===== config.mk =====
export PLATFORM = sky130hd
export DESIGN_NAME = gpio_pin_configuration
export DESIGN_NICKNAME = d
export VERILOG_FILES = /design/src/gpio_pkg.sv /design/src/gpio_pin_configuration.sv
export VERILOG_INCLUDE_DIRS = /design/src /design/src/src
export SDC_FILE = /design/constraint.sdc
export NUM_CORES = 1
export LEC_CHECK = 0
export BUFFER_PORTS_ARGS = -buffer_cell sky130_fd_sc_hd__buf_2
export CAP_MARGIN = 30
export CORE_UTILIZATION = 25
export DETAILED_ROUTE_END_ITERATION = 10
export PLACE_DENSITY = 0.45
export SLEW_MARGIN = 20
export SYNTH_ARGS = -nofsm -noshare
export SYNTH_HDL_FRONTEND = slang
export SYNTH_SLANG_ARGS = --single-unit

===== constraint.sdc =====
create_clock -name pclk -period 4 [get_ports pclk]
set_input_delay 0.4 -clock pclk [delete_from_list [all_inputs] [get_ports pclk]]
set_output_delay 0.4 -clock pclk [all_outputs]
set_load 0.01 [all_outputs]

===== src/gpio_defs.svh =====
// register offsets, field positions and reset values of the port configuration block
`ifndef GPIO_DEFS_SVH
`define GPIO_DEFS_SVH

`define GPIO_PORT_COUNT 3
`define GPIO_PIN_COUNT 8
// per port: five config words, stride of 0x20 bytes
`define GPIO_PORT_STRIDE 8'h20
`define GPIO_OFS_DIRECTION 8'h00
`define GPIO_OFS_LEVEL 8'h04
`define GPIO_OFS_OPEN_DRAIN 8'h08
`define GPIO_OFS_PULL_POLARITY 8'h0c
`define GPIO_OFS_PULL_ENABLE 8'h10
`define GPIO_RESET_BYTE 8'h00
`define GPIO_ANALOG_PORT 2
// port number sits just above the stride; the top address bit lies outside the map
`define GPIO_PORT_SEL_MSB 6
`define GPIO_PORT_SEL_LSB 5
`define GPIO_ADDR_TOP_BIT 7

`endif


===== src/gpio_pkg.sv =====
// types shared by the port configuration block
package gpio_pkg;

    typedef struct packed {
        logic [7:0] pin_direction_bit;
        logic [7:0] pin_level_bit;
        logic [7:0] open_drain_select_bit;
        logic [7:0] pull_polarity_select_bit;
        logic [7:0] pull_enable_bit;
    } port_cfg_t;

    typedef struct packed {
        logic [7:0] out;
        logic [7:0] oe_n;
        logic [7:0] pull_up;
        logic [7:0] pull_down;
    } pad_ctrl_t;

    typedef enum logic [2:0] {
        field_direction,
        field_level,
        field_open_drain,
        field_pull_polarity,
        field_pull_enable,
        field_none
    } cfg_field_t;

endpackage


===== src/gpio_pin_configuration.sv =====
// per-pin configuration of two bidirectional ports and one analog port, reached over apb
// Function
// RQ1: there are two bidirectional ports and one analog port of eight pins, each pin set up on its own.
// RQ2: a direction bit of one makes the pin an output and zero makes it an input.
// RQ3: a pin is either an input or an output at any moment, never both.
// RQ4: an output with open drain cleared drives its data level high or low, with an optional matching pull.
// RQ5: direction one, data zero, open drain one, pull select one and pull enable one give open drain with pull-up.
// RQ6: the same with pull select and pull enable both zero gives open drain left to an external pull-up.
// RQ7: an input reads back the pin level and is tristate, weakly pulled up or weakly pulled down by its pull bits.
// RQ8: the pull devices are switched per pin and hold an undriven pin weakly high or low.
// RQ9: a pull sets the level only while nothing else drives the pin, so an outside driver wins.
// RQ10: all five configuration bits are writable storage updated on the clock edge and act from the next cycle.
`include "gpio_defs.svh"

module gpio_pin_configuration (
    // clock and reset
    input wire logic pclk,
    input wire logic presetn,
    // apb slave
    input wire logic psel,
    input wire logic penable,
    input wire logic pwrite,
    input wire logic [7:0] paddr,
    input wire logic [31:0] pwdata,
    output logic [31:0] prdata,
    output logic pready,
    output logic pslverr,
    // pads: level sensed on each pin, and drive controls
    input wire logic [7:0] pin_in [`GPIO_PORT_COUNT],
    output gpio_pkg::pad_ctrl_t pad [`GPIO_PORT_COUNT]
);

    // -----------------------------------------
    // address decode
    // -----------------------------------------
    gpio_pkg::port_cfg_t cfg [`GPIO_PORT_COUNT];
    gpio_pkg::cfg_field_t field;
    logic [1:0] port_sel;
    logic addr_ok;
    logic [7:0] ofs;

    always_comb begin
        field = gpio_pkg::field_none;
        port_sel = paddr[`GPIO_PORT_SEL_MSB:`GPIO_PORT_SEL_LSB];
        ofs = paddr & (`GPIO_PORT_STRIDE - 8'h01);
        case (ofs)
            `GPIO_OFS_DIRECTION: field = gpio_pkg::field_direction;
            `GPIO_OFS_LEVEL: field = gpio_pkg::field_level;
            `GPIO_OFS_OPEN_DRAIN: field = gpio_pkg::field_open_drain;
            `GPIO_OFS_PULL_POLARITY: field = gpio_pkg::field_pull_polarity;
            `GPIO_OFS_PULL_ENABLE: field = gpio_pkg::field_pull_enable;
            default: field = gpio_pkg::field_none;
        endcase
        addr_ok = (field != gpio_pkg::field_none) && (port_sel < 2'(`GPIO_PORT_COUNT)) && !paddr[`GPIO_ADDR_TOP_BIT];
    end

    // zero wait states; unmapped addresses answer with an error and no effect
    assign pready = 1'b1;
    assign pslverr = psel && penable && !addr_ok;

    wire access_wr = psel && penable && pwrite && addr_ok;

    // -----------------------------------------
    // per-port storage and pad logic
    // -----------------------------------------
    // RQ1 independent pins
    genvar p;
    generate
        for (p = 0; p < `GPIO_PORT_COUNT; p++) begin : g_port
            wire hit = access_wr && (port_sel == 2'(p));
            // RQ10 clocked config storage
            always_ff @(posedge pclk or negedge presetn) begin
                if (!presetn) begin
                    cfg[p] <= {5{`GPIO_RESET_BYTE}};
                end else if (hit) begin
                    case (field)
                        gpio_pkg::field_direction: cfg[p].pin_direction_bit <= pwdata[7:0];
                        gpio_pkg::field_level: cfg[p].pin_level_bit <= pwdata[7:0];
                        gpio_pkg::field_open_drain: cfg[p].open_drain_select_bit <= pwdata[7:0];
                        gpio_pkg::field_pull_polarity: cfg[p].pull_polarity_select_bit <= pwdata[7:0];
                        gpio_pkg::field_pull_enable: cfg[p].pull_enable_bit <= pwdata[7:0];
                        default: cfg[p] <= cfg[p];
                    endcase
                end
            end
            always_comb begin
                // RQ2 RQ3 direction gates driver
                // RQ4 RQ5 RQ6 push-pull or open drain: open drain drives only low
                pad[p].out = cfg[p].pin_level_bit;
                pad[p].oe_n = ~(cfg[p].pin_direction_bit &
                                (~cfg[p].open_drain_select_bit | ~cfg[p].pin_level_bit));
                // RQ7 RQ8 RQ9 weak pulls, overridden by any driver on the board
                pad[p].pull_up = cfg[p].pull_enable_bit & cfg[p].pull_polarity_select_bit;
                pad[p].pull_down = cfg[p].pull_enable_bit & ~cfg[p].pull_polarity_select_bit;
            end
        end
    endgenerate

    // -----------------------------------------
    // read path
    // -----------------------------------------
    always_comb begin
        prdata = 32'h0000_0000;
        if (psel && !pwrite && addr_ok) begin
            case (field)
                gpio_pkg::field_direction: prdata[7:0] = cfg[port_sel].pin_direction_bit;
                // RQ7 inputs read the sensed level, outputs their stored data
                gpio_pkg::field_level: prdata[7:0] = (cfg[port_sel].pin_direction_bit & cfg[port_sel].pin_level_bit)
                                                   | (~cfg[port_sel].pin_direction_bit & pin_in[port_sel]);
                gpio_pkg::field_open_drain: prdata[7:0] = cfg[port_sel].open_drain_select_bit;
                gpio_pkg::field_pull_polarity: prdata[7:0] = cfg[port_sel].pull_polarity_select_bit;
                gpio_pkg::field_pull_enable: prdata[7:0] = cfg[port_sel].pull_enable_bit;
                default: prdata = 32'h0000_0000;
            endcase
        end
    end

    // -----------------------------------------
    // assertions
    // -----------------------------------------
    a_input_no_drive: assert property (@(posedge pclk) disable iff (!presetn) // RQ3
        (cfg[0].pin_direction_bit == 8'h00) |-> (pad[0].oe_n == 8'hff))
        else $error("input pin is driven");
    a_write_takes_next: assert property (@(posedge pclk) disable iff (!presetn) // RQ10
        (access_wr && field == gpio_pkg::field_direction && port_sel == 2'h1)
        |=> (cfg[1].pin_direction_bit == $past(pwdata[7:0])))
        else $error("direction write not stored");
    a_pushpull_drive: assert property (@(posedge pclk) disable iff (!presetn) // RQ4
        (cfg[0].pin_direction_bit[0] && !cfg[0].open_drain_select_bit[0])
        |-> (!pad[0].oe_n[0] && pad[0].out[0] == cfg[0].pin_level_bit[0]))
        else $error("push-pull output not driven");
    a_od_high_release: assert property (@(posedge pclk) disable iff (!presetn) // RQ5
        (cfg[0].open_drain_select_bit[0] && cfg[0].pin_level_bit[0]) |-> pad[0].oe_n[0])
        else $error("open drain drives high");
    a_od_low_drive: assert property (@(posedge pclk) disable iff (!presetn) // RQ6
        (cfg[1].pin_direction_bit[4] && cfg[1].open_drain_select_bit[4] && !cfg[1].pin_level_bit[4])
        |-> (!pad[1].oe_n[4] && !pad[1].out[4]))
        else $error("open drain not pulling low");
    a_pull_exclusive: assert property (@(posedge pclk) disable iff (!presetn) // RQ8
        (pad[2].pull_up & pad[2].pull_down) == 8'h00)
        else $error("both pulls on");
    a_pull_up_sel: assert property (@(posedge pclk) disable iff (!presetn) // RQ7
        (cfg[2].pull_enable_bit[2] && cfg[2].pull_polarity_select_bit[2]) |-> pad[2].pull_up[2])
        else $error("pull-up missing");
    a_read_sensed: assert property (@(posedge pclk) disable iff (!presetn) // RQ7
        (psel && !pwrite && addr_ok && field == gpio_pkg::field_level && port_sel == 2'h0
         && cfg[0].pin_direction_bit == 8'h00) |-> (prdata[7:0] == pin_in[0]))
        else $error("input read not pin level");

    // -----------------------------------------
    // assertions: pulls and direction
    // -----------------------------------------
    a_pull_down_sel: assert property (@(posedge pclk) disable iff (!presetn) // RQ7
        (cfg[2].pull_enable_bit[5] && !cfg[2].pull_polarity_select_bit[5])
        |-> (pad[2].pull_down[5] && !pad[2].pull_up[5]))
        else $error("pull-down missing");

    a_pull_off_float: assert property (@(posedge pclk) disable iff (!presetn) // RQ8
        !cfg[2].pull_enable_bit[0] |-> (!pad[2].pull_up[0] && !pad[2].pull_down[0]))
        else $error("pull on while disabled");

    a_od_internal_pull: assert property (@(posedge pclk) disable iff (!presetn) // RQ5
        (cfg[0].pin_direction_bit[4] && !cfg[0].pin_level_bit[4] && cfg[0].open_drain_select_bit[4]
         && cfg[0].pull_polarity_select_bit[4] && cfg[0].pull_enable_bit[4])
        |-> (!pad[0].oe_n[4] && !pad[0].out[4] && pad[0].pull_up[4]))
        else $error("open drain pull-up state wrong");

    // a driven pin must be an output: catches a driver left on after a direction change
    a_drive_needs_dir: assert property (@(posedge pclk) disable iff (!presetn) // RQ3
        (pad[2].oe_n | cfg[2].pin_direction_bit) == 8'hff)
        else $error("driver on an input pin");

    a_od_ext_float: assert property (@(posedge pclk) disable iff (!presetn) // RQ6
        (cfg[1].pin_direction_bit[4] && cfg[1].open_drain_select_bit[4] && !cfg[1].pin_level_bit[4]
         && !cfg[1].pull_polarity_select_bit[4] && !cfg[1].pull_enable_bit[4])
        |-> (!pad[1].oe_n[4] && !pad[1].pull_up[4] && !pad[1].pull_down[4]))
        else $error("external pull-up state wrong");

    // the new direction reaches the pad one cycle after the write, not in the write cycle
    a_dir_to_pad: assert property (@(posedge pclk) disable iff (!presetn) // RQ2
        (access_wr && field == gpio_pkg::field_direction && port_sel == 2'h2 && pwdata[7:0] == 8'h00)
        |=> (pad[2].oe_n == 8'hff))
        else $error("input direction still driving");

    // -----------------------------------------
    // assertions: bus and storage
    // -----------------------------------------
    a_level_write_next: assert property (@(posedge pclk) disable iff (!presetn) // RQ10
        (access_wr && field == gpio_pkg::field_level && port_sel == 2'h2)
        |=> (cfg[2].pin_level_bit == $past(pwdata[7:0])))
        else $error("level write not stored");

    // a refused write must leave every port untouched, aliases included
    a_error_no_store: assert property (@(posedge pclk) disable iff (!presetn) // RQ10
        (psel && penable && pwrite && !addr_ok)
        |=> ($stable(cfg[0]) && $stable(cfg[1]) && $stable(cfg[2])))
        else $error("refused write changed storage");

    a_error_read_zero: assert property (@(posedge pclk) disable iff (!presetn) // RQ10
        (psel && penable && !pwrite && !addr_ok) |-> (prdata == 32'h0000_0000))
        else $error("refused read returned data");

    a_read_upper_zero: assert property (@(posedge pclk) disable iff (!presetn) // RQ1
        (psel && !pwrite) |-> (prdata[31:8] == 24'h00_0000))
        else $error("read data above pin field");

    a_read_output_level: assert property (@(posedge pclk) disable iff (!presetn) // RQ4
        (psel && !pwrite && addr_ok && field == gpio_pkg::field_level && port_sel == 2'h1
         && cfg[1].pin_direction_bit == 8'hff) |-> (prdata[7:0] == cfg[1].pin_level_bit))
        else $error("output read not stored data");

    a_read_analog_level: assert property (@(posedge pclk) disable iff (!presetn) // RQ7
        (psel && !pwrite && addr_ok && field == gpio_pkg::field_level && port_sel == 2'h2
         && cfg[2].pin_direction_bit == 8'h00) |-> (prdata[7:0] == pin_in[2]))
        else $error("analog input read not pin level");

    // -----------------------------------------
    // cover points
    // -----------------------------------------
    c_od_pullup: cover property (@(posedge pclk) cfg[0].open_drain_select_bit[0] && pad[0].pull_up[0]);
    c_bad_addr: cover property (@(posedge pclk) pslverr);
    c_input_read: cover property (@(posedge pclk) psel && penable && !pwrite && field == gpio_pkg::field_level);
    c_od_external: cover property (@(posedge pclk) cfg[1].open_drain_select_bit[4] && !pad[1].oe_n[4]
        && !pad[1].pull_up[4]);
    c_input_pulldown: cover property (@(posedge pclk) pad[2].pull_down[5] && pad[2].oe_n[5]);

endmodule // gpio_pin_configuration


==> results.tsv, run 1 <==
stage	metric	value	unit
critical_path	Crit. End Element	primary output	
clocking	clk buf depth	2	
critical_path	delay-heaviest family, CP	buffers and inverters	
sta	Max Slew Vio Count	0	
layout	n_diodes	0	
critical_path	Data required, critical path	3.60	ns
power_and_ir_drop	combinational power share	0.069	
global_routing	via count of the first global-routing pass	4931	
sta	part of the cycle the worst path needs	0.713	
routing	DRT iter0 DRCs	293	
routing	DR vias/cell	4.67	
routing	met3 routed WL	1.01	mm
sta	setup TNS	0	ns
layout	area delta synth->final	20.8	%
die	Die Ht	167	µm
sta	worst-margin pin slew	0.749	ns
routing	DRC	0	
critical_path	CP Launch Type	input pin	
layout	layout cell share with drive strength beyond 1	0.421	
routing	DR vias	5155	
layout	area of the multi-input gates	0.00335	mm²
layout	Final #Nets	819	
critical_path	WS Path Type	input pin to primary output	
logic_synthesis	Synth Area per Inst	10.8	µm²
job	max-cap violation count	0	
critical_path	crit-path max cell delay	0.43	ns
logic_synthesis	Post-synth EDFFs	0	
critical_path	CP bufs+invs	3	
power_and_ir_drop	Flop pwr share	0.413	
logic_synthesis	sequential-to-total area share from yosys stat	0.440	
power_and_ir_drop	worst vdd ir	283	µV
die	die area	0.0280	mm²
layout	most common cell after layout, fill and taps aside	buf_2	
sta	Max-slew headroom	0.500	
clocking	clk slew on worst S/H paths	0.06	ns
sta	Hold Slack	0.401	ns
clocking	Root Driver	clkbuf_16	
layout	fillers	2842	
critical_path	worst path arrival time	2.45	ns
logic_synthesis	Yosys reg bits	120	
sta	RSZ-0062 raised after global routing	false	
routing	Pre-antenna DRT Iters	4	
placement	Post-DP HPWL	16.2	mm
routing	M1 wire length	11.5	mm
clocking	CTS Buf Count	17	
logic_synthesis	Top FF cell, synth	dfrtp_1	
routing	top sig layer	met4	
sta	min Tclk post-route	2.85	ns
power_and_ir_drop	cell-internal power	2.28	mW
clocking	Setup Buffers After CTS	0	
routing	WL met2	10.0	mm
placement	GP Congestion	0.779	
logic_synthesis	Distinct cells, synth	31	
power_and_ir_drop	pwr dens	368	mW/mm²
die	Die X	167	µm
sta	endpoints failing setup	0	
clocking	Clock Latency Late Sink	0.43	ns
die	Site Rows	60	
logic_synthesis	post-synth top area cell	dfrtp_1	
global_routing	first-pass GRT wire length	33.7	mm
critical_path	critical path peak fanout	27	
clocking	CTS tree	built	
clocking	Hold-fix buffers, CTS	0	
placement	# port buffers	149	
clocking	post-cts repair resize count	0	
logic_synthesis	synth top area cells	dfrtp_1 44%, mux2_2 19%, mux2i_1 7.0%, buf_4 6.6%, nand2_1 5.7%	
routing	Routed wire per std cell	20.7	µm
sta	Fmax	351	MHz
logic_synthesis	Cell Area, Synth	0.00682	mm²
logic_synthesis	Ys Warns	0	
outcome	outcome	finished, final reports clean	
critical_path	crit-path cells	buf_4 > buf_4 > mux2i_1 > o2bb2ai_1 > o211ai_1 > o211ai_1 > a41oi_1 > buf_2	
power_and_ir_drop	Clock power frac	0.518	
global_routing	largest net degree at the start of global routing	66	
sta	clock skew	0	ns
layout	storage element area	0.00300	mm²
layout	commonest cells after routing, fill and taps aside	147 x buf_2, 120 x dfrtp_1, 115 x mux2_2	
power_and_ir_drop	Leak	4.10	nW
global_routing	initial antenna violation count	0	
power_and_ir_drop	Sw Pwr	0.750	mW
routing	DRT Wirelength	22.9	mm
clocking	clock sinks	120	
power_and_ir_drop	switching share of power	0.248	
sta	Fin. Hold Viols	0	
global_routing	Total GRT Usage	0.167	
global_routing	total congestion overflow	0	
die	core area	0.0269	mm²
logic_synthesis	Syn Inst Count	631	
critical_path	Slowest cell on crit path	a41oi_1	
clocking	H-tree Lvls	4	
routing	Final ANT Viol Nets	0	
die	# IOs	199	
logic_synthesis	asr flop ratio synth	1.00	
logic_synthesis	Synth top area share	0.440	
die	initial core utilization	0.254	
min_path	worst min path class	input pin to asynchronous set/reset pin	
-- metrics by stage --
| stage | area, µm² | std cells | utilization | worst slack [ns] | power, mW |
|---|---|---|---|---|---|
| after floorplan | 6910 | 654 | - | 2.03 | 1.40 |
| after global placement | 7600 | 1070 | 0.283 | 1.18 | 1.48 |
| after detailed placement | 7600 | 1070 | 0.283 | 1.20 | 1.48 |
| after CTS | 8200 | 1102 | 0.305 | 1.19 | 3.07 |
| after global routing | 8240 | 1104 | 0.307 | 1.06 | 3.14 |
| final | 8240 | 1104 | 0.307 | 1.15 | 3.03 |
-- worst paths after layout --
| check | end | cells past startpoint | startpoint | slack [ns] |
|---|---|---|---|---|
| worst max-delay path | prdata[3] | 8 | paddr[6] | 1.15 |
| worst max register to register | cfg[51] | 1 | cfg[51] | 3.15 |
| min in group pclk | cfg[59] | 2 | pwdata[3] | 0.44 |
| worst min-delay path | cfg[0] | 2 | presetn | 0.40 |
| max in group asynchronous | cfg[87] | 4 | presetn | 2.54 |
| worst min register to register | cfg[60] | 1 | cfg[60] | 0.52 |
-- Yosys cell counts (4+ instances only) --
master	n
mux2i_1	48
nor2_1	4
o21ai_0	32
nand2_1	104
nor2b_1	24
o2bb2ai_1	8
mux2_2	115
and2_1	28
buf_4	60
clkbuf_1	12
buf_2	10
a22oi_1	9
and3_1	4
o211ai_1	16
a41oi_1	7
dfrtp_1	120
nand2_2	11
mux2_1	5
-- cell families (layout without fill, tap and decap cells) --
family | count (synthesis) | after routing | share of synthesized area
mux | 168 | 168 | 0.268
other cells | 2 | 25 | 0.00110
flops | 120 | 120 | 0.440
compound gates | 76 | 76 | 0.0750
simple gates | 182 | 182 | 0.134
buf+inv | 83 | 192 | 0.0816
-- metal layers --
metal,track usage,vias to the layer above
met2,0.248,171
met5,0,-
met4,0.0546,0
li1,-,2379
met3,0.0310,24
met1,0.242,2581
-- layout make-up --
cell class	count	area share
Multi-Input combinational cell	451	0.407
Timing Repair Buffer	160	0.104
Clock inverter	15	0.0217
Sequential cell	120	0.364
Tap cell	341	0.0518
Clock buffer	17	0.0516
-- registers in the layout (all words and copies together) (netlist names) --
signal	cells
pad	24
cfg	96
-- power by group through the flow --
| stage | combinational [mW] | sequential (mW) | clock (mW) |
|---|---|---|---|
| 2_1_floorplan | 0.130 | 1.27 | 0 |
| 3_3_place_gp | 0.206 | 1.27 | 0 |
| 3_5_place_dp | 0.207 | 1.27 | 0 |
| 4_1_cts | 0.207 | 1.25 | 1.61 |
| 5_1_grt | 0.229 | 1.25 | 1.66 |
| 6_report | 0.209 | 1.25 | 1.57 |
Power figures use the tool's default switching activity.
==> run 2: changes to the inputs <==
- clock period: 4 -> 2.96 ns (I/O delays scaled with it)
==> run 2 against run 1 <==
Total power grew 34%. Sequential power increased by 35%. Routed wire length about the same. Design area grew 1.5%. Clock power is 32% higher. Sequential cell count unchanged. Critical path type unchanged.
==> results.tsv, run 2 (synthesis results as in run 1) <==
stage	metric	value	unit	change
outcome	outcome	finished, final reports clean		
clocking	Clock Latency Late Sink	0.42	ns	about the same
job	max-cap violation count	0		unchanged
clocking	Hold-fix buffers, CTS	1		+1
sta	endpoints failing setup	0		unchanged
layout	area delta synth->final	22.6	%	
critical_path	CP Launch Type	input pin		
critical_path	Crit. End Element	primary output		
clocking	Root Driver	clkbuf_16		
min_path	worst min path class	input pin to flop		
die	# IOs	199		unchanged
die	die area	0.0280	mm²	unchanged
layout	Final #Nets	836		+2.1%
clocking	clk slew on worst S/H paths	0.05	ns	about the same
routing	Final ANT Viol Nets	0		unchanged
critical_path	CP startpoint	paddr[4]		
sta	Setup WS post-layout	0.500	ns	-0.647 ns
layout	final core utilization	0.311		+0.00456
placement	# port buffers	149		unchanged
global_routing	first-pass GRT wire length	34.1	mm	+1.2%
critical_path	critical path peak fanout	9		-67%
power_and_ir_drop	Final Total Pwr	4.06	mW	+34%
placement	GP Congestion	0.774		-0.67%
power_and_ir_drop	switching share of power	0.234		-0.0134
critical_path	worst path arrival time	2.16	ns	-0.29 ns
global_routing	largest net degree at the start of global routing	52		-21%
critical_path	crit-path max cell delay	0.58	ns	+0.15 ns
power_and_ir_drop	worst vdd ir	341	µV	+20%
die	Site Rows	60		unchanged
sta	clock skew	0	ns	unchanged
die	Die Ht	167	µm	unchanged
global_routing	initial antenna violation count	0		unchanged
clocking	clock sinks	120		unchanged
placement	Setup WS pre-CTS	0.561	ns	-0.638 ns
layout	commonest cells after routing, fill and taps aside	147 x buf_2, 120 x dfrtp_1, 115 x mux2_2		
min_path	Worst Hold Launch	pwdata[1]		
layout	Most flops, register	cfg		
sta	Hold Slack	0.337	ns	-0.0635 ns
placement	Post-DP HPWL	16.9	mm	+4.0%
clocking	H-tree Lvls	4		unchanged
clocking	clk buf depth	2		unchanged
critical_path	cell mode on critical path	buf_2		
sta	Fmax	407	MHz	
routing	DR vias	5088		-1.3%
critical_path	delay-heaviest family, CP	simple AND/OR/NAND/NOR gates		
power_and_ir_drop	Leak	4.20	nW	+2.6%
layout	layout cell share with drive strength beyond 1	0.431		+0.0101
critical_path	WS Path Type	input pin to primary output		
sta	worst-margin pin slew	0.690	ns	-0.0589 ns
die	Die X	167	µm	unchanged
power_and_ir_drop	Flop pwr share	0.417		+0.004
sta	setup TNS	0	ns	unchanged
critical_path	CP bufs+invs	2		-1
layout	most common cell after layout, fill and taps aside	buf_2		
global_routing	via count of the first global-routing pass	5083		+3.1%
power_and_ir_drop	cell-internal power	3.11	mW	+36%
clocking	post-cts repair resize count	0		unchanged
sta	part of the cycle the worst path needs	0.831		
clocking	CTS tree	built		
sta	RSZ-0062 raised after global routing	false		
routing	DRT Wirelength	22.9	mm	about the same
sta	min Tclk post-route	2.46	ns	
routing	DR vias/cell	4.54		-2.8%
layout	max reg flops	96		unchanged
die	core area	0.0269	mm²	unchanged
routing	DRT iter0 DRCs	290		-1.0%
critical_path	Slowest cell on crit path	and3b_1		
layout	n_diodes	0		unchanged
sta	Max-slew headroom	0.540		+0.0393
sta	Fin. Hold Viols	0		unchanged
global_routing	total congestion overflow	0		unchanged
routing	Pre-antenna DRT Iters	5		+1
layout	fillers	2859		+0.60%
routing	Routed wire per std cell	20.4	µm	-1.6%
layout	storage element area	0.00300	mm²	unchanged
power_and_ir_drop	pwr dens	485	mW/mm²	+32%
layout	area of the multi-input gates	0.00335	mm²	unchanged
clocking	CTS Buf Count	17		unchanged
sta	Max Slew Vio Count	0		unchanged
critical_path	reg2reg start	cfg[51]		
global_routing	Total GRT Usage	0.168		+0.00130
die	initial core utilization	0.254		unchanged
power_and_ir_drop	Sw Pwr	0.950	mW	+27%
power_and_ir_drop	combinational power share	0.070		about the same
critical_path	Data required, critical path	2.66	ns	-0.94 ns
power_and_ir_drop	Clock power frac	0.513		-0.005
routing	DRC	0		unchanged
clocking	Setup Buffers After CTS	0		unchanged
critical_path	crit-path cells	buf_2 > nor3_1 > and3b_1 > o211ai_1 > a41oi_1 > buf_2		
run 2: cell count changes in the layout (fill, tap and decap cells not counted), sizes merged:
cell and change:
buf +17, bufinv -1, clkbuf +7, clkinv +1, clkinvlp -6, inv -1
run 2: final timing paths:
path / to / slack (ns) / cells after the start
worst min-delay path: cfg[57] / 0.34 / 2
min in group asynchronous: cfg[80] / 0.48 / 2
max in group asynchronous: cfg[117] / 1.71 / 3
worst max register to register: cfg[51] / 2.10 / 1
worst min register to register: cfg[60] / 0.52 / 1
worst max-delay path: prdata[3] / 0.50 / 6
run 2: metal layers:
layer | routed length [µm] | vias up | share of wire | global-route usage
li1 | - | 2414 | - | -
met1 | 11600 | 2513 | 0.51 | 0.244
met2 | 9830 | 140 | 0.43 | 0.246
met3 | 1010 | 21 | 0.044 | 0.0350
met4 | 459 | 0 | 0.020 | 0.0558
met5 | 0 | - | 0 | 0
run 2: through the flow:
| step | area, µm² | instances |
|---|---|---|
| after floorplan | 6910 | 654 |
| after global placement | 7760 | 1088 |
| after detailed placement | 7760 | 1088 |
| after CTS | 8360 | 1121 |
| after global routing | 8360 | 1121 |
| final | 8360 | 1121 |
run 2: cell type report:
type / count / area share
clock buffer: 24 / 0.0600
clock inverter: 8 / 0.0111
sequential: 120 / 0.359
tap: 341 / 0.0510
timing repair buffer: 177 / 0.118
multi-input combinational: 451 / 0.401
run 2: power groups by stage:
stage | clock, mW | sequential, mW | combinational, mW
2_1_floorplan | 0 | 1.71 | 0.176
3_3_place_gp | 0 | 1.72 | 0.287
3_5_place_dp | 0 | 1.72 | 0.289
4_1_cts | 2.13 | 1.69 | 0.291
5_1_grt | 2.20 | 1.69 | 0.316
6_report | 2.08 | 1.69 | 0.285
==> run 3: changes to the inputs <==
- ABC_AREA: default -> 1
- PLACE_DENSITY: 0.45 -> 0.46
- clock period: 2.96 -> 2.1 ns (I/O delays scaled with it)
==> run 3 against run 2 <==
The flow now finishes with violations (DRC). Design area is 8.9% higher. Sequential power is 38% higher. Global-route usage is 1.7 points higher. Largest power group unchanged. Worst setup slack worse by 0.42 ns. Sequential cell count stayed put. Worst hold slack worse by 0.20 ns. Sequential share of layout area is 2.9 points lower. Clock-buffer cell count is 2 lower. Non-clock buffer count is 1 higher. Synthesized cell count is 72% higher.
==> results.tsv, run 3 <==
stage	metric	value	unit	change
outcome	outcome	complete, but fails checks		
outcome	failing checks	DRC		
sta	clock skew	0	ns	unchanged
die	Site Rows	63		+5.0%
layout	Final #Nets	1273		+52%
clocking	Root Driver	clkbuf_16		
critical_path	crit-path cells	clkbuf_4 > buf_4 > a21oi_4 > and2_1 > nand3_1 > buf_4 > a21oi_1 > buf_2		
layout	fillers	3267		+14%
clocking	Clock Latency Late Sink	0.42	ns	about the same
routing	DRC	2		+2
routing	DR vias/cell	4.50		-0.75%
routing	top sig layer	met4		
global_routing	total congestion overflow	0		unchanged
placement	Post-DP HPWL	20.2	mm	+20%
die	Die Ht	175	µm	+4.7%
routing	DRT iter0 DRCs	590		+100%
sta	min Tclk post-route	2.02	ns	
sta	endpoints failing setup	0		unchanged
global_routing	first-pass GRT wire length	42.0	mm	+23%
layout	Most flops, register	cfg		
critical_path	critical path peak fanout	10		+1
power_and_ir_drop	pwr dens	615	mW/mm²	+27%
logic_synthesis	Distinct cells, synth	21		-32%
logic_synthesis	synth top area cells	dfrtp_1 40%, nand2_1 17%, o21ai_0 10%, nand3_1 8.2%, inv_1 7.0%		
clocking	CTS tree	built		
clocking	H-tree Lvls	4		unchanged
min_path	worst min path class	input pin to asynchronous set/reset pin		
clocking	clk buf depth	2		unchanged
job	max-cap violation count	0		unchanged
logic_synthesis	Top FF cell, synth	dfrtp_1		
layout	final core utilization	0.308		-0.00294
layout	area delta synth->final	21.6	%	
sta	Hold Slack	0.132	ns	-0.205 ns
critical_path	crit-path max cell delay	0.25	ns	-0.33 ns
logic_synthesis	Ys Warns	0		unchanged
layout	n_diodes	0		unchanged
die	# IOs	199		unchanged
logic_synthesis	Synth Area per Inst	6.89	µm²	-36%
global_routing	via count of the first global-routing pass	6886		+35%
critical_path	Slowest cell on crit path	a21oi_1		
routing	Routed wire per std cell	17.3	µm	-15%
sta	Max-slew headroom	0.568		+0.0283
logic_synthesis	Syn Inst Count	1087		+72%
critical_path	cell mode on critical path	buf_4		
global_routing	Total GRT Usage	0.185		+0.0170
sta	RSZ-0062 raised after global routing	false		
sta	Max Slew Vio Count	0		unchanged
die	core area	0.0296	mm²	+10%
routing	met3 routed WL	1.65	mm	+62%
logic_synthesis	count leader, synth	nand2_1		
routing	Pre-antenna DRT Iters	8		+3
clocking	clock sinks	120		unchanged
layout	max reg flops	96		unchanged
die	Die X	175	µm	+4.7%
placement	GP Congestion	0.830		+7.3%
logic_synthesis	post-synth top area cell	dfrtp_1		
die	die area	0.0307	mm²	+9.7%
sta	part of the cycle the worst path needs	0.962		
routing	M1 wire length	13.3	mm	+15%
logic_synthesis	Yosys reg bits	120		unchanged
critical_path	Crit. End Element	primary output		
power_and_ir_drop	Leak	4.71	nW	+12%
routing	WL met2	12.2	mm	+24%
layout	most common cell after layout, fill and taps aside	nand2_1		
logic_synthesis	sequential-to-total area share from yosys stat	0.401		-0.0392
global_routing	initial antenna violation count	0		unchanged
sta	Fin. Hold Viols	0		unchanged
critical_path	WS Path Type	input pin to primary output		
clocking	clk slew on worst S/H paths	0.06	ns	about the same
logic_synthesis	synth cell count leaders	345 x nand2_1, 156 x o21ai_0, 139 x inv_1, 123 x nand3_1, 120 x dfrtp_1		
critical_path	worst path arrival time	1.81	ns	-0.35 ns
sta	worst-margin pin slew	0.641	ns	-0.0492 ns
logic_synthesis	Cell Area, Synth	0.00749	mm²	+9.8%
layout	commonest cells after routing, fill and taps aside	345 x nand2_1, 154 x o21ai_0, 146 x buf_2		
placement	# port buffers	149		unchanged
sta	Fmax	495	MHz	
critical_path	CP Launch Type	input pin		
die	initial core utilization	0.253		-0.000493
routing	Final ANT Viol Nets	0		unchanged
layout	layout cell share with drive strength beyond 1	0.198		-0.233
routing	DRT Wirelength	27.8	mm	+21%
logic_synthesis	Post-synth EDFFs	0		unchanged
critical_path	CP bufs+invs	4		+2
clocking	CTS Buf Count	17		unchanged
logic_synthesis	Synth top area share	0.401		-0.0392
routing	DR vias	7235		+42%
logic_synthesis	asr flop ratio synth	1.00		unchanged
global_routing	largest net degree at the start of global routing	65		+25%
critical_path	Data required, critical path	1.89	ns	-0.77 ns
power_and_ir_drop	worst vdd ir	534	µV	+57%
critical_path	delay-heaviest family, CP	buffers and inverters		
run 3: cell types whose count changed in the layout (fill, tap and decap cells not counted), sizes merged, moves of 15 or more:
| cell | delta |
|---|---|
| and2 | -27 |
| nand2 | +232 |
| nor2b | -24 |
| inv | +144 |
| a21oi | +15 |
| mux2i | -48 |
| nand3 | +123 |
| o211ai | -16 |
| mux2 | -120 |
| nor2 | +65 |
| o21ai | +126 |
run 3: logic make-up after synthesis:
group | count (synthesis) | share of synthesized area
simple gates | 544 | 0.323
other cells | 2 | 0.00100
flops | 120 | 0.401
compound gates | 174 | 0.118
buf+inv | 247 | 0.158
run 3: final cells by class:
type	instances	area, µm²	share of cell area
multi-input combinational	743	3410	0.374
sequential	120	3000	0.330
timing repair buffer	178	1140	0.125
inverter	144	541	0.0593
tap	390	488	0.0536
clock buffer	22	454	0.0498
clock inverter	9	77.6	0.00851
run 3: repair_timing:
action / in CTS / in global routing
gates cloned: 0 / 0
endpoints found under the hold margin: 120 / 0
setup buffers: 0 / 0
gates resized for setup: 1 / 7
hold buffers: 1 / 0
setup endpoints to repair: 1 / 2
pin swaps: 0 / 0
run 3: final timing paths:
| path | slack [ns] | depth (start not counted) | endpoint | startpoint |
|---|---|---|---|---|
| min reg2reg | 0.52 | 2 | cfg[118] | cfg[118] |
| max reg2reg | 1.34 | 2 | cfg[116] | cfg[116] |
| min in group pclk | 0.21 | 3 | cfg[14] | pwdata[6] |
| max | 0.08 | 8 | prdata[5] | paddr[5] |
| min | 0.13 | 2 | cfg[4] | presetn |
| max in group asynchronous | 1.41 | 3 | cfg[56] | presetn |
run 3: power breakdown:
| group | internal [mW] | switching (mW) |
|---|---|---|
| registers | 2.32 | 0.00758 |
| logic | 0.159 | 0.391 |
| clock network | 1.64 | 1.08 |
run 3: metal layers:
metal	up-vias	global-route usage
met2	249	0.276
li1	3569	-
met4	0	0.0674
met3	34	0.0283
met1	3383	0.268
met5	-	0
run 3: metrics by stage:
stage | setup TNS [ns] | instance area (µm²) | worst slack, ns | std cells | total power, mW
floorplan | 0 | 7580 | 0.574 | 1110 | 2.67
global placement | -0.0408 | 8540 | -0.0408 | 1574 | 2.92
detailed placement | -0.0352 | 8540 | -0.0352 | 1574 | 2.92
CTS | 0 | 9090 | 0.0410 | 1606 | 5.64
global route | 0 | 9110 | 0.0211 | 1606 | 5.79
finish | 0 | 9110 | 0.0796 | 1606 | 5.60
